--- src/logic/adc_ser_pkg.sv ---
/*
  Shared constants for the serial result readout link: result width, timing
  counts at the 125 MHz system clock, and the controller's register map.
  Assumes both ends run on one 125 MHz clock and that the link pins are
  asynchronous to it.
*/
`default_nettype none

package adc_ser_pkg;

  // ***************************************************************
  // result and timing
  // ***************************************************************
  localparam int RESULT_W      = 16;
  localparam int CLK_PERIOD_NS = 8;
  localparam int CONV_TIME_NS  = 10000;  // one conversion at 100 ksps
  localparam int CONV_CYC      = CONV_TIME_NS / CLK_PERIOD_NS;
  localparam int START_LOW_NS  = 40;
  localparam int START_LOW_CYC = (START_LOW_NS + CLK_PERIOD_NS - 1) / CLK_PERIOD_NS;
  localparam int SCLK_HALF_NS  = 24;     // longest half period, keeps sclk above 18 MHz
  localparam int SCLK_HALF_CYC = SCLK_HALF_NS / CLK_PERIOD_NS;
  localparam int LEAD_CYC      = 8;      // select-to-first-edge settle, covers both synchronisers

  // ***************************************************************
  // controller register map
  // ***************************************************************
  localparam logic [3:0]  OFS_CTRL   = 4'h0;
  localparam logic [3:0]  OFS_STATUS = 4'h4;
  localparam logic [3:0]  OFS_MASK   = 4'h8;
  localparam logic [3:0]  OFS_DATA   = 4'hc;

  localparam int CTRL_START_BIT  = 0;
  localparam int CTRL_DURING_BIT = 1;
  localparam int CTRL_IDLE_HI_BIT = 2;
  localparam int CTRL_LEN_LSB    = 8;
  localparam int CTRL_LEN_W      = 6;
  localparam logic [CTRL_LEN_W-1:0] CTRL_LEN_RESET = 6'h10;

  localparam int STAT_DONE_BIT  = 0;
  localparam int STAT_FAULT_BIT = 1;
  localparam int STAT_W         = 2;
  localparam logic [STAT_W-1:0] MASK_RESET = 2'h0;

endpackage

`default_nettype wire

--- src/logic/adc_link_if.sv ---
/*
  Link between the converter's serial readout end and its host controller.
  Assumes the bench resolves the tri-state result line from serial_result_oe.
*/
`default_nettype none

interface adc_link_if;
  logic sclk;
  logic cs_n;
  logic rd_n;
  logic convert_start_n;
  logic clock_source_select;
  logic port_type_select;
  logic read_mode_chain_in;
  logic serial_result_out;
  logic serial_result_oe;
  logic busy;
  logic read_fault_pulse;

  modport device (
    input  sclk, cs_n, rd_n, convert_start_n, clock_source_select,
    input  port_type_select, read_mode_chain_in,
    output serial_result_out, serial_result_oe, busy, read_fault_pulse
  );

  modport host (
    output sclk, cs_n, rd_n, convert_start_n, clock_source_select,
    output port_type_select, read_mode_chain_in,
    input  serial_result_out, serial_result_oe, busy, read_fault_pulse
  );
endinterface

`default_nettype wire

--- src/logic/adc_serial_end.sv ---
/*
  Converter end of the serial readout link in external-clock (slave) mode:
  conversion timing, busy, result latch, result shifter with chain
  forwarding, and the read-fault pulse.
  Assumes all link pins are asynchronous to CLK; every one passes two
  flip-flops. SAMPLE_DATA stands for the conversion engine's output.
*/
`default_nettype none

module adc_serial_end
  import adc_ser_pkg::*;
#(
  parameter int CONV_CYC_P = CONV_CYC
) (
  // clock and reset
  input  wire logic                CLK,
  input  wire logic                RST_B,
  // link
  adc_link_if.device               LINK,
  // conversion engine side
  input  wire logic [RESULT_W-1:0] SAMPLE_DATA,
  input  wire logic                READ_DURING,
  output logic      [RESULT_W-1:0] RESULT,
  output logic                     NEW_RESULT
);

  // ***************************************************************
  // input synchronisers
  // ***************************************************************
  localparam int IN_W      = 8;
  localparam int I_SCLK    = 7;
  localparam int I_CS      = 6;
  localparam int I_RD      = 5;
  localparam int I_CNV     = 4;
  localparam int I_CHAIN   = 3;
  localparam int I_EXT     = 2;
  localparam int I_SER     = 1;
  localparam int I_DURING  = 0;
  localparam int CONV_W    = $clog2(CONV_CYC_P + 1);
  localparam int BITS_W    = $clog2(RESULT_W + 1);

  logic [IN_W-1:0] in_raw;
  logic [IN_W-1:0] in_meta_q;
  logic [IN_W-1:0] in_sync_q;
  logic            sclk_prev_q;
  logic            cnv_prev_q;

  assign in_raw = {LINK.sclk, LINK.cs_n, LINK.rd_n, LINK.convert_start_n,
                   LINK.read_mode_chain_in, LINK.clock_source_select,
                   LINK.port_type_select, READ_DURING};

  always_ff @(posedge CLK or negedge RST_B) begin
    if (!RST_B) begin
      // inactive levels: clock low, strobes and start high, so no false edge follows reset
      in_meta_q   <= 8'h70;
      in_sync_q   <= 8'h70;
      sclk_prev_q <= 1'b0;
      cnv_prev_q  <= 1'b1;
    end else begin
      in_meta_q   <= in_raw;
      in_sync_q   <= in_meta_q;
      sclk_prev_q <= in_sync_q[I_SCLK];
      cnv_prev_q  <= in_sync_q[I_CNV];
    end
  end

  // ***************************************************************
  // decode
  // ***************************************************************
  // edges are found on the sampled clock, so any idle level and any gap work
  wire sclk_rise   = in_sync_q[I_SCLK] & ~sclk_prev_q;
  wire sclk_fall   = ~in_sync_q[I_SCLK] & sclk_prev_q;
  wire cnv_fall    = ~in_sync_q[I_CNV] & cnv_prev_q;
  wire during_mode = in_sync_q[I_DURING];
  // only the slave serial port is built; internal-clock mode keeps the line off
  wire serial_on   = in_sync_q[I_EXT] & in_sync_q[I_SER];
  wire strobes_low = ~(in_sync_q[I_CS] | in_sync_q[I_RD]);

  // ***************************************************************
  // conversion timing
  // ***************************************************************
  logic                busy_q;
  logic [CONV_W-1:0]   conv_cnt_q;
  logic [RESULT_W-1:0] result_q;
  logic                new_result_q;

  wire conv_end   = busy_q & (conv_cnt_q == CONV_W'(CONV_CYC_P - 1));
  // a start edge while busy is ignored: a conversion cannot be restarted
  wire conv_start = cnv_fall & ~busy_q;

  always_ff @(posedge CLK or negedge RST_B) begin
    if (!RST_B) begin
      busy_q     <= 1'b0;
      conv_cnt_q <= '0;
    end else if (conv_start) begin
      busy_q     <= 1'b1;
      conv_cnt_q <= '0;
    end else if (conv_end) begin
      busy_q     <= 1'b0;
      conv_cnt_q <= '0;
    end else if (busy_q) begin
      conv_cnt_q <= conv_cnt_q + CONV_W'(1);
    end
  end

  always_ff @(posedge CLK or negedge RST_B) begin
    if (!RST_B) begin
      result_q     <= '0;
      new_result_q <= 1'b0;
    end else begin
      new_result_q <= conv_end;
      if (conv_end) begin
        result_q <= SAMPLE_DATA;
      end
    end
  end

  // ***************************************************************
  // readout window and shifter
  // ***************************************************************
  // read-after opens once busy is low, read-during only while busy is high
  wire window_ok   = during_mode ? busy_q : ~busy_q;
  wire read_active = serial_on & strobes_low & window_ok;
  // during a conversion result_q still holds the previous result
  wire [RESULT_W-1:0] load_val = conv_end ? SAMPLE_DATA : result_q;
  wire chain_ok    = ~during_mode & in_sync_q[I_EXT];

  logic [RESULT_W-1:0] shift_q;
  logic                chain_q;

  always_ff @(posedge CLK or negedge RST_B) begin
    if (!RST_B) begin
      shift_q <= '0;
    end else if (!read_active || conv_end) begin
      shift_q <= load_val;
    end else if (sclk_rise) begin
      // after the local lsb the captured chain bits follow one per clock
      shift_q <= {shift_q[RESULT_W-2:0], chain_q & chain_ok};
    end
  end

  // chain bit is taken on the falling edge, output moves on the rising one
  always_ff @(posedge CLK or negedge RST_B) begin
    if (!RST_B) begin
      chain_q <= 1'b0;
    end else if (read_active && sclk_fall) begin
      chain_q <= in_sync_q[I_CHAIN];
    end
  end

  // ***************************************************************
  // unfinished read detection
  // ***************************************************************
  logic [BITS_W-1:0] bits_q;
  logic              started_q;
  logic              complete_q;
  logic              fault_q;

  wire bits_full = (bits_q == BITS_W'(RESULT_W));

  always_ff @(posedge CLK or negedge RST_B) begin
    if (!RST_B) begin
      bits_q <= '0;
    end else if (!read_active || conv_end) begin
      bits_q <= '0;
    end else if (sclk_rise && !bits_full) begin
      bits_q <= bits_q + BITS_W'(1);
    end
  end

  // a read begun during conversion must see all bits before busy falls
  always_ff @(posedge CLK or negedge RST_B) begin
    if (!RST_B) begin
      started_q  <= 1'b0;
      complete_q <= 1'b0;
      fault_q    <= 1'b0;
    end else begin
      fault_q <= conv_end & during_mode & started_q & ~complete_q;
      if (conv_start || conv_end) begin
        started_q  <= 1'b0;
        complete_q <= 1'b0;
      end else begin
        if (read_active && during_mode) begin
          started_q <= 1'b1;
        end
        if (read_active && bits_full) begin
          complete_q <= 1'b1;
        end
      end
    end
  end

  // ***************************************************************
  // outputs
  // ***************************************************************
  // the 40 MHz ceiling is not reachable here: the clock is oversampled by CLK
  assign LINK.serial_result_out = shift_q[RESULT_W-1];
  assign LINK.serial_result_oe  = read_active;
  assign LINK.busy              = busy_q;
  assign LINK.read_fault_pulse  = fault_q;
  assign RESULT                 = result_q;
  assign NEW_RESULT             = new_result_q;

endmodule // adc_serial_end

`default_nettype wire

--- src/flat_wrapper.sv ---
// flat-port wrapper written by rule: the top's interface ports become plain ports
module adc_serial_end_flat import adc_ser_pkg::*;
#(
  parameter int CONV_CYC_P = CONV_CYC
)
  (CLK, RST_B, SAMPLE_DATA, READ_DURING, RESULT, NEW_RESULT, LINK_sclk, LINK_cs_n, LINK_rd_n, LINK_convert_start_n, LINK_clock_source_select, LINK_port_type_select, LINK_read_mode_chain_in, LINK_serial_result_out, LINK_serial_result_oe, LINK_busy, LINK_read_fault_pulse);
  adc_link_if LINK_i ();
  input  wire logic CLK;
  input  wire logic RST_B;
  input  wire logic [RESULT_W-1:0] SAMPLE_DATA;
  input  wire logic READ_DURING;
  output logic      [RESULT_W-1:0] RESULT;
  output logic NEW_RESULT;
  input wire logic [$bits(LINK_i.sclk)-1:0] LINK_sclk;
  input wire logic [$bits(LINK_i.cs_n)-1:0] LINK_cs_n;
  input wire logic [$bits(LINK_i.rd_n)-1:0] LINK_rd_n;
  input wire logic [$bits(LINK_i.convert_start_n)-1:0] LINK_convert_start_n;
  input wire logic [$bits(LINK_i.clock_source_select)-1:0] LINK_clock_source_select;
  input wire logic [$bits(LINK_i.port_type_select)-1:0] LINK_port_type_select;
  input wire logic [$bits(LINK_i.read_mode_chain_in)-1:0] LINK_read_mode_chain_in;
  output wire logic [$bits(LINK_i.serial_result_out)-1:0] LINK_serial_result_out;
  output wire logic [$bits(LINK_i.serial_result_oe)-1:0] LINK_serial_result_oe;
  output wire logic [$bits(LINK_i.busy)-1:0] LINK_busy;
  output wire logic [$bits(LINK_i.read_fault_pulse)-1:0] LINK_read_fault_pulse;
  assign LINK_i.sclk = LINK_sclk;
  assign LINK_i.cs_n = LINK_cs_n;
  assign LINK_i.rd_n = LINK_rd_n;
  assign LINK_i.convert_start_n = LINK_convert_start_n;
  assign LINK_i.clock_source_select = LINK_clock_source_select;
  assign LINK_i.port_type_select = LINK_port_type_select;
  assign LINK_i.read_mode_chain_in = LINK_read_mode_chain_in;
  assign LINK_serial_result_out = LINK_i.serial_result_out;
  assign LINK_serial_result_oe = LINK_i.serial_result_oe;
  assign LINK_busy = LINK_i.busy;
  assign LINK_read_fault_pulse = LINK_i.read_fault_pulse;
  adc_serial_end #(.CONV_CYC_P(CONV_CYC_P)) u_core (.CLK(CLK), .RST_B(RST_B), .LINK(LINK_i), .SAMPLE_DATA(SAMPLE_DATA), .READ_DURING(READ_DURING), .RESULT(RESULT), .NEW_RESULT(NEW_RESULT));
endmodule
--- config.mk ---
export PLATFORM = sky130hd
export DESIGN_NAME = adc_serial_end_flat
export DESIGN_NICKNAME = d
export VERILOG_FILES = /design/src/logic/adc_ser_pkg.sv /design/src/logic/adc_link_if.sv /design/src/logic/adc_serial_end.sv /design/src/flat_wrapper.sv
export SDC_FILE = /design/constraint.sdc
export NUM_CORES = 1
export LEC_CHECK = 0
export BUFFER_PORTS_ARGS = -buffer_cell sky130_fd_sc_hd__clkbuf_2
export CAP_MARGIN = 40
export CELL_PAD_IN_SITES_DETAIL_PLACEMENT = 0
export CELL_PAD_IN_SITES_GLOBAL_PLACEMENT = 1
export CORE_MARGIN = 3
export CORE_UTILIZATION = 47
export DETAILED_ROUTE_END_ITERATION = 10
export PLACE_DENSITY = 0.88
export SETUP_SLACK_MARGIN = 0.05
export SKIP_LAST_GASP = 1
export SLEW_MARGIN = 10
export SYNTH_ARGS = -nofsm -noshare
export SYNTH_HDL_FRONTEND = slang
export SYNTH_SLANG_ARGS = --single-unit
export TNS_END_PERCENT = 20
--- constraint.sdc ---
create_clock -name CLK -period 2.9 [get_ports CLK]
set_input_delay 0 -clock CLK [delete_from_list [all_inputs] [get_ports CLK]]
set_output_delay 0 -clock CLK [all_outputs]
set_load 0.01 [all_outputs]
==> reports/metrics.cfg, run 1 <==
[setup_path]
cp_data_required_time_ns = 3.12
criticalPathCategory = reg2reg
worstPathArrival_ns = 2.21
rr_startpoint = u_core.LINK.busy
r2r_cells = 4
crit_path_start = u_core.LINK.busy
r2r_end = u_core.conv_cnt_q[10]
cp-end-kind = register
startpoint_type = register
crit_fanout = 20
rrSetupSlack_ns = 0.91

[power_and_ir_drop]
p_leak_nw = 1.782
p_per_area_mw_per_mm2 = 561.3
peakVddDrop_uv = 478.9

[clock_network]
cts.sinks = 72
cts_tree = yes
cts_resized = 0
htreeDepth = 3
cts_root_buf = clkbuf_8
post_cts_buffers = 0
clock_path_buffers = 2
clkLatencyLatePin_ns = 0.34
clk_pin_slew_ns = 0.08
numCtsBuffers = 9

[synth]
synth_top_area_cell = dfrtp_1
synth-seq-cells = 72
syn_area_per_cell_um2 = 10.06
yosys_warnings = 0
async_flop_share_pct = 100.0
synth-edff-count = 0
yosysTopAreaCellShare_pct = 53.37
synth_area_leaders = dfrtp_1 53%, nand2_1 11%, dfstp_2 6.0%
synthTopCellsByCount = 91 x nand2_1, 65 x dfrtp_1, 30 x nor2_1
ys_types = 35
syn_inst = 303
synth_ff_type = dfrtp_1
netlist_area_mm2 = 0.003048
yosysSeqAreaShare_pct = 59.40
syn_nets = 333
post-synth-top-count-cell = nand2_1

[timing]
finClkSkew_ns = 0.009299
worst_pin_slew_ns = 0.7122
rsz0062_at_grt = no
period_share_pct = 68.66
setup_viol = 0
slew_viol_final = 0
relSlewSlack_pct = 52.52
timing_hold_violations_final = 0
setup-tns-final_ns = 0
period_minus_slack_ns = 1.991
max_freq_ghz = 0.5022

[route]
viasPerCell = 5.085
first_pass_iters = 6
ant_nets = 0
drcViolationCount = 0
wirelength_um = 6143
vias = 2329
drtIter0Drc = 163
wl_per_cell_um = 13.41

[worst_hold_path]
min-delay-path-class = in2async

[grt]
antenna_found_initial = 0
grt.overflow.total = 0
grtUsageTotal_pct = 17.89
grt_max_degree = 37
grt_pass1_wl_um = 10450
grt_pass1_vias = 2222

[die]
start_util_pct = 50.00
fp-row-count = 28
dieArea_mm2 = 0.007487
fp.dieH_um = 86.53
coreArea_mm2 = 0.006096
num_io_pins = 47
die_x_um = 86.53

[final_layout]
design_area_mm2 = 0.003816
finalNonFillerCells = 458
drive_gt1_share_pct = 20.89
area_growth_pct = 25.21
final_nets = 408
n_antenna_cell = 0

[place]
gp_congestion = 0.7759
dpl_cell_area_mm2 = 0.003363
dp_hpwl_um = 4023
io_buffers = 46
dp_cells = 417

[status]
status = finished, final reports clean

[flow_run]
cap_viol_max_count = 0

## cell usage in the layout, fill, tap and decap left out, types with 2 or more instances in the layout
master | Yosys | routed
or4_1 | 2 | 2
dlygate4sd3_1 | 0 | 25
o21ai_0 | 9 | 9
clkbuf_8 | 0 | 9
nand2b_1 | 2 | 2
dfrtp_1 | 65 | 65
nand2_1 | 91 | 91
inv_1 | 4 | 4
and3_1 | 16 | 16
nor3_1 | 5 | 5
inv_6 | 0 | 2
buf_4 | 0 | 5
clkbuf_2 | 0 | 45
nand4bb_1 | 2 | 2
xnor2_1 | 7 | 7
o31ai_1 | 15 | 15
nor2_1 | 30 | 30
nand3_1 | 4 | 4
a21oi_1 | 2 | 2
xor2_1 | 6 | 6
ha_1 | 4 | 4
dfstp_2 | 7 | 7
clkinvlp_4 | 0 | 3
nand4_1 | 4 | 4
## through the flow
step                      util [%]  setup slack [ns]  power [mW]  hold WS (ns)
after floorplan                  -             1.165       1.257       -0.2956
after global placement       54.84            0.9497       1.334       0.08779
after detailed placement     55.17            0.8857       1.343      -0.09180
after CTS                    62.60            0.8866       2.169       0.07749
after global routing         62.60            0.7713       2.249       0.09266
final                        62.60            0.9087       2.142       0.07232
## final cells by class
type,instances,area (um2)
Multi-Input combinational cell,214,1156
Fill cell,511,2280
Clock inverter,7,78.83
Sequential cell,72,1810
Clock buffer,9,123.9
Inverter,4,15.01
Tap cell,75,93.84
Timing Repair Buffer,77,538.0
## where the power goes
group          internal (mW)  switching [mW]  leakage [nW]
logic                  0.103           0.113         0.912
registers               1.06          0.0670         0.777
clock network          0.404           0.391        0.0925
total                   1.57           0.572          1.78
## critical path, stage by stage, from the launching register on
cell and delay, ns:
dfrtp_1 0.66, nand4bb_1 0.21, or4_4 0.61, a21oi_4 0.30
nor2_1 0.09
## worst max-delay path by stage
stage | end | slack [ns] | cells after the start
floorplan | u_core.RESULT[10] | 1.16 | 8
global route | u_core.conv_cnt_q[10] | 0.77 | 4
finish | u_core.conv_cnt_q[10] | 0.91 | 4
detailed placement | u_core.conv_cnt_q[10] | 0.89 | 4
global placement | u_core.conv_cnt_q[6] | 0.95 | 6
CTS | u_core.conv_cnt_q[10] | 0.89 | 4
## what timing repair did
action                                  in CTS  in global routing
endpoints found under the hold margin       93                  0
endpoints found under the setup margin       0                  0
hold buffers                                25                  0
## cells by family (layout without fill, tap and decap cells)
kind of cell | count (synthesis) | in the layout | share of synthesized area [%]
DFF | 72 | 72 | 59.40
adders and majority gates | 4 | 4 | 1.642
buffers and inverters | 17 | 97 | 2.873
and+or+nand+nor | 167 | 167 | 25.45
muxes | 1 | 1 | 0.3694
xor gates and xnor gates | 13 | 13 | 3.736
AOI/OAI and AO/OA | 29 | 29 | 6.527
## flip-flops by register name, indices dropped and copies added, names as in the netlist, 5 cells and up
name,cells
u_core.in_meta_q,8
u_core.bits_q,5
u_core.shift_q,16
u_core.conv_cnt_q,11
u_core.RESULT,16
u_core.in_sync_q,8
## routing by layer
layer,vias to the layer above,part of all wire [%],global-route usage (%),routed length (um)
met4,0,1.4,7.649,85
li1,1168,-,-,-
met5,-,0,0,0
met3,7,4.0,3.232,243
met2,49,47,28.86,2876
met1,1105,48,23.81,2938
Power figures use the tool's default switching activity.
==> run 2, diff against run 1 <==
CORE_UTILIZATION = 43   (was 47)
PLACE_DENSITY = 0.82   (was 0.88)
clock period = 2.01 ns   (was 2.9 ns; I/O delays follow)
==> run 2 against run 1 <==
Against the previous run:
- clock skew shrank 0.0043 ns
- global-route usage shrank 1.0 points
- worst hold slack gained 0.18 ns
- fmax grew 6.9%
- via count grew 0.60%
- non-clock buffer count grew 5
- register-to-register slack lost 0.76 ns
- critical path depth grew 2
- largest cell class unchanged
==> reports/metrics.cfg, run 2 (synthesized netlist as in run 1, its figures left out) <==
[status]
status = finished, final reports clean

[worst_hold_path]
min-delay-path-class = in2async

[grt]
antenna_found_initial = 0  ; unchanged
grt_max_degree = 37  ; unchanged
grt_pass1_wl_um = 11050  ; +5.7%
grtUsageTotal_pct = 16.89  ; -1.0 points
grt.overflow.total = 0  ; unchanged
grt_pass1_vias = 2297  ; +3.4%

[flow_run]
cap_viol_max_count = 0  ; unchanged

[setup_path]
rr_startpoint = u_core.conv_cnt_q[1]
crit_path_start = u_core.conv_cnt_q[1]
cp-end-kind = register
cp_data_required_time_ns = 2.23  ; -0.89 ns
crit_fanout = 9  ; -55%
worstPathArrival_ns = 2.08  ; -0.13 ns
criticalPathCategory = reg2reg
startpoint_type = register

[final_layout]
layout_common_cells = 90 x nand2_1, 65 x dfrtp_1, 45 x clkbuf_2, 30 x nor2_1, 25 x dlygate4sd3_1
n_antenna_cell = 0  ; unchanged
area_growth_pct = 28.28
multi_input_area_mm2 = 0.001159  ; +0.22%
drive_gt1_share_pct = 21.91  ; +1.0 points
final_nets = 413  ; +1.2%
mostFrequentLayoutCell = nand2_1
fillers = 628  ; +23%
regArea_mm2 = 0.001810  ; unchanged
finalNonFillerCells = 484  ; +5.7%

[route]
drtIter0Drc = 129  ; -21%
wirelength_um = 6362  ; +3.6%
first_pass_iters = 4  ; -2
drcViolationCount = 0  ; unchanged
ant_nets = 0  ; unchanged
viasPerCell = 4.841  ; -4.8%
wl_per_cell_um = 13.14  ; -2.0%
vias = 2343  ; +0.60%

[clock_network]
clk_pin_slew_ns = 0.07  ; about the same
cts.sinks = 72  ; unchanged
htreeDepth = 3  ; unchanged
post_cts_buffers = 0  ; unchanged
numCtsBuffers = 9  ; unchanged
cts_tree = yes
clkLatencyLatePin_ns = 0.34  ; about the same
cts_root_buf = clkbuf_8
clock_path_buffers = 2  ; unchanged

[power_and_ir_drop]
p_seq_share_pct = 51.0  ; -1.8 points
p_leak_nw = 1.828  ; +2.6%
peakVddDrop_uv = 603.3  ; +26%
clkPwrFrac_pct = 38.2  ; +1.1 points
swShare_pct = 24.32  ; -2.4 points
internal_power_mw = 2.409  ; +53%
p_per_area_mw_per_mm2 = 814.0  ; +45%
switchingPower_mw = 0.7740  ; +35%
pwr-share-comb_pct = 10.8  ; +0.7 points

[die]
die_x_um = 90.19  ; +4.2%
fp-row-count = 30  ; +7.1%
dieArea_mm2 = 0.008134  ; +8.6%
coreArea_mm2 = 0.006832  ; +12%
num_io_pins = 47  ; unchanged
fp.dieH_um = 90.19  ; +4.2%
start_util_pct = 44.62  ; -5.4 points

[timing]
setup_viol = 0  ; unchanged
relSlewSlack_pct = 52.03  ; -0.50 points
period_share_pct = 92.66  ; +24 points
finClkSkew_ns = 0.005031  ; -0.004268 ns
max_freq_ghz = 0.5369  ; +6.9%
rsz0062_at_grt = yes
slew_viol_final = 0  ; unchanged
period_minus_slack_ns = 1.862  ; -0.1289 ns
setup-tns-final_ns = 0  ; unchanged
timing_hold_violations_final = 0  ; unchanged
worst_pin_slew_ns = 0.7196  ; +0.007444 ns

[place]
dp_cells = 443  ; +6.2%
io_buffers = 46  ; unchanged
gp_congestion = 0.8254  ; +6.4%
dp_hpwl_um = 4240  ; +5.4%

## run 2: path summary, 6_finish.rpt
path / end / slack [ns] / depth (start not counted)
max: u_core.conv_cnt_q[8] / 0.15 / 6
min: u_core.RESULT[3] / 0.25 / 2
max reg2reg: u_core.conv_cnt_q[8] / 0.15 / 6
min reg2reg: u_core.in_sync_q[2] / 0.35 / 0
max in group asynchronous: u_core.in_meta_q[4] / 1.02 / 3
min in group CLK: u_core.in_meta_q[5] / 0.29 / 2
## run 2: critical path, cell delays in order (launching register included)
cell and delay [ns]:
dfrtp_1 0.42, inv_1 0.07, ha_1 0.13, nand4bb_1 0.16, or4_4 0.59, a21oi_4 0.28, nor2_1 0.09
## run 2: through the flow
stage	area [um2]	util, %	total power, mW	worst slack (ns)	hold WS (ns)
3_3_place_gp	3440	50.35	1.952	0.1749	0.08906
4_1_cts	3908	57.20	3.219	0.1095	0.2693
5_1_grt	3910	57.23	3.340	0.02460	0.2743
3_5_place_dp	3440	50.35	1.961	0.1086	0.08934
6_report	3910	57.23	3.183	0.1476	0.2494
2_1_floorplan	3048	-	1.814	0.2747	-0.2956
## run 2: final cells by class
class                      count  area share [%]
timing repair buffer          82           15.04
tap                           96           3.072
clock buffer                  14           4.672
inverter                       4          0.3840
sequential                    72           46.30
multi-input combinational    214           29.63
clock inverter                 2          0.8960
## run 2: per-layer routing
layer	up-vias	GRT usage (%)	wire length, um
met5	-	0	0
met4	0	6.888	64
met3	7	3.766	176
met2	35	27.88	3134
met1	1126	21.56	2986
li1	1175	-	-
## run 2: power groups by stage
stage	Clock (mW)	Sequential, mW	Combinational, mW
final	1.22	1.62	0.344
after global placement	0	1.64	0.309
after global routing	1.31	1.64	0.390
after floorplan	0	1.63	0.184
after CTS	1.25	1.62	0.351
after detailed placement	0	1.65	0.314
## run 2: repair_timing
action,CTS,global route
endpoints found under the setup margin,0,15
resized for setup,0,1
hold buffers,25,0
endpoints found under the hold margin,68,0
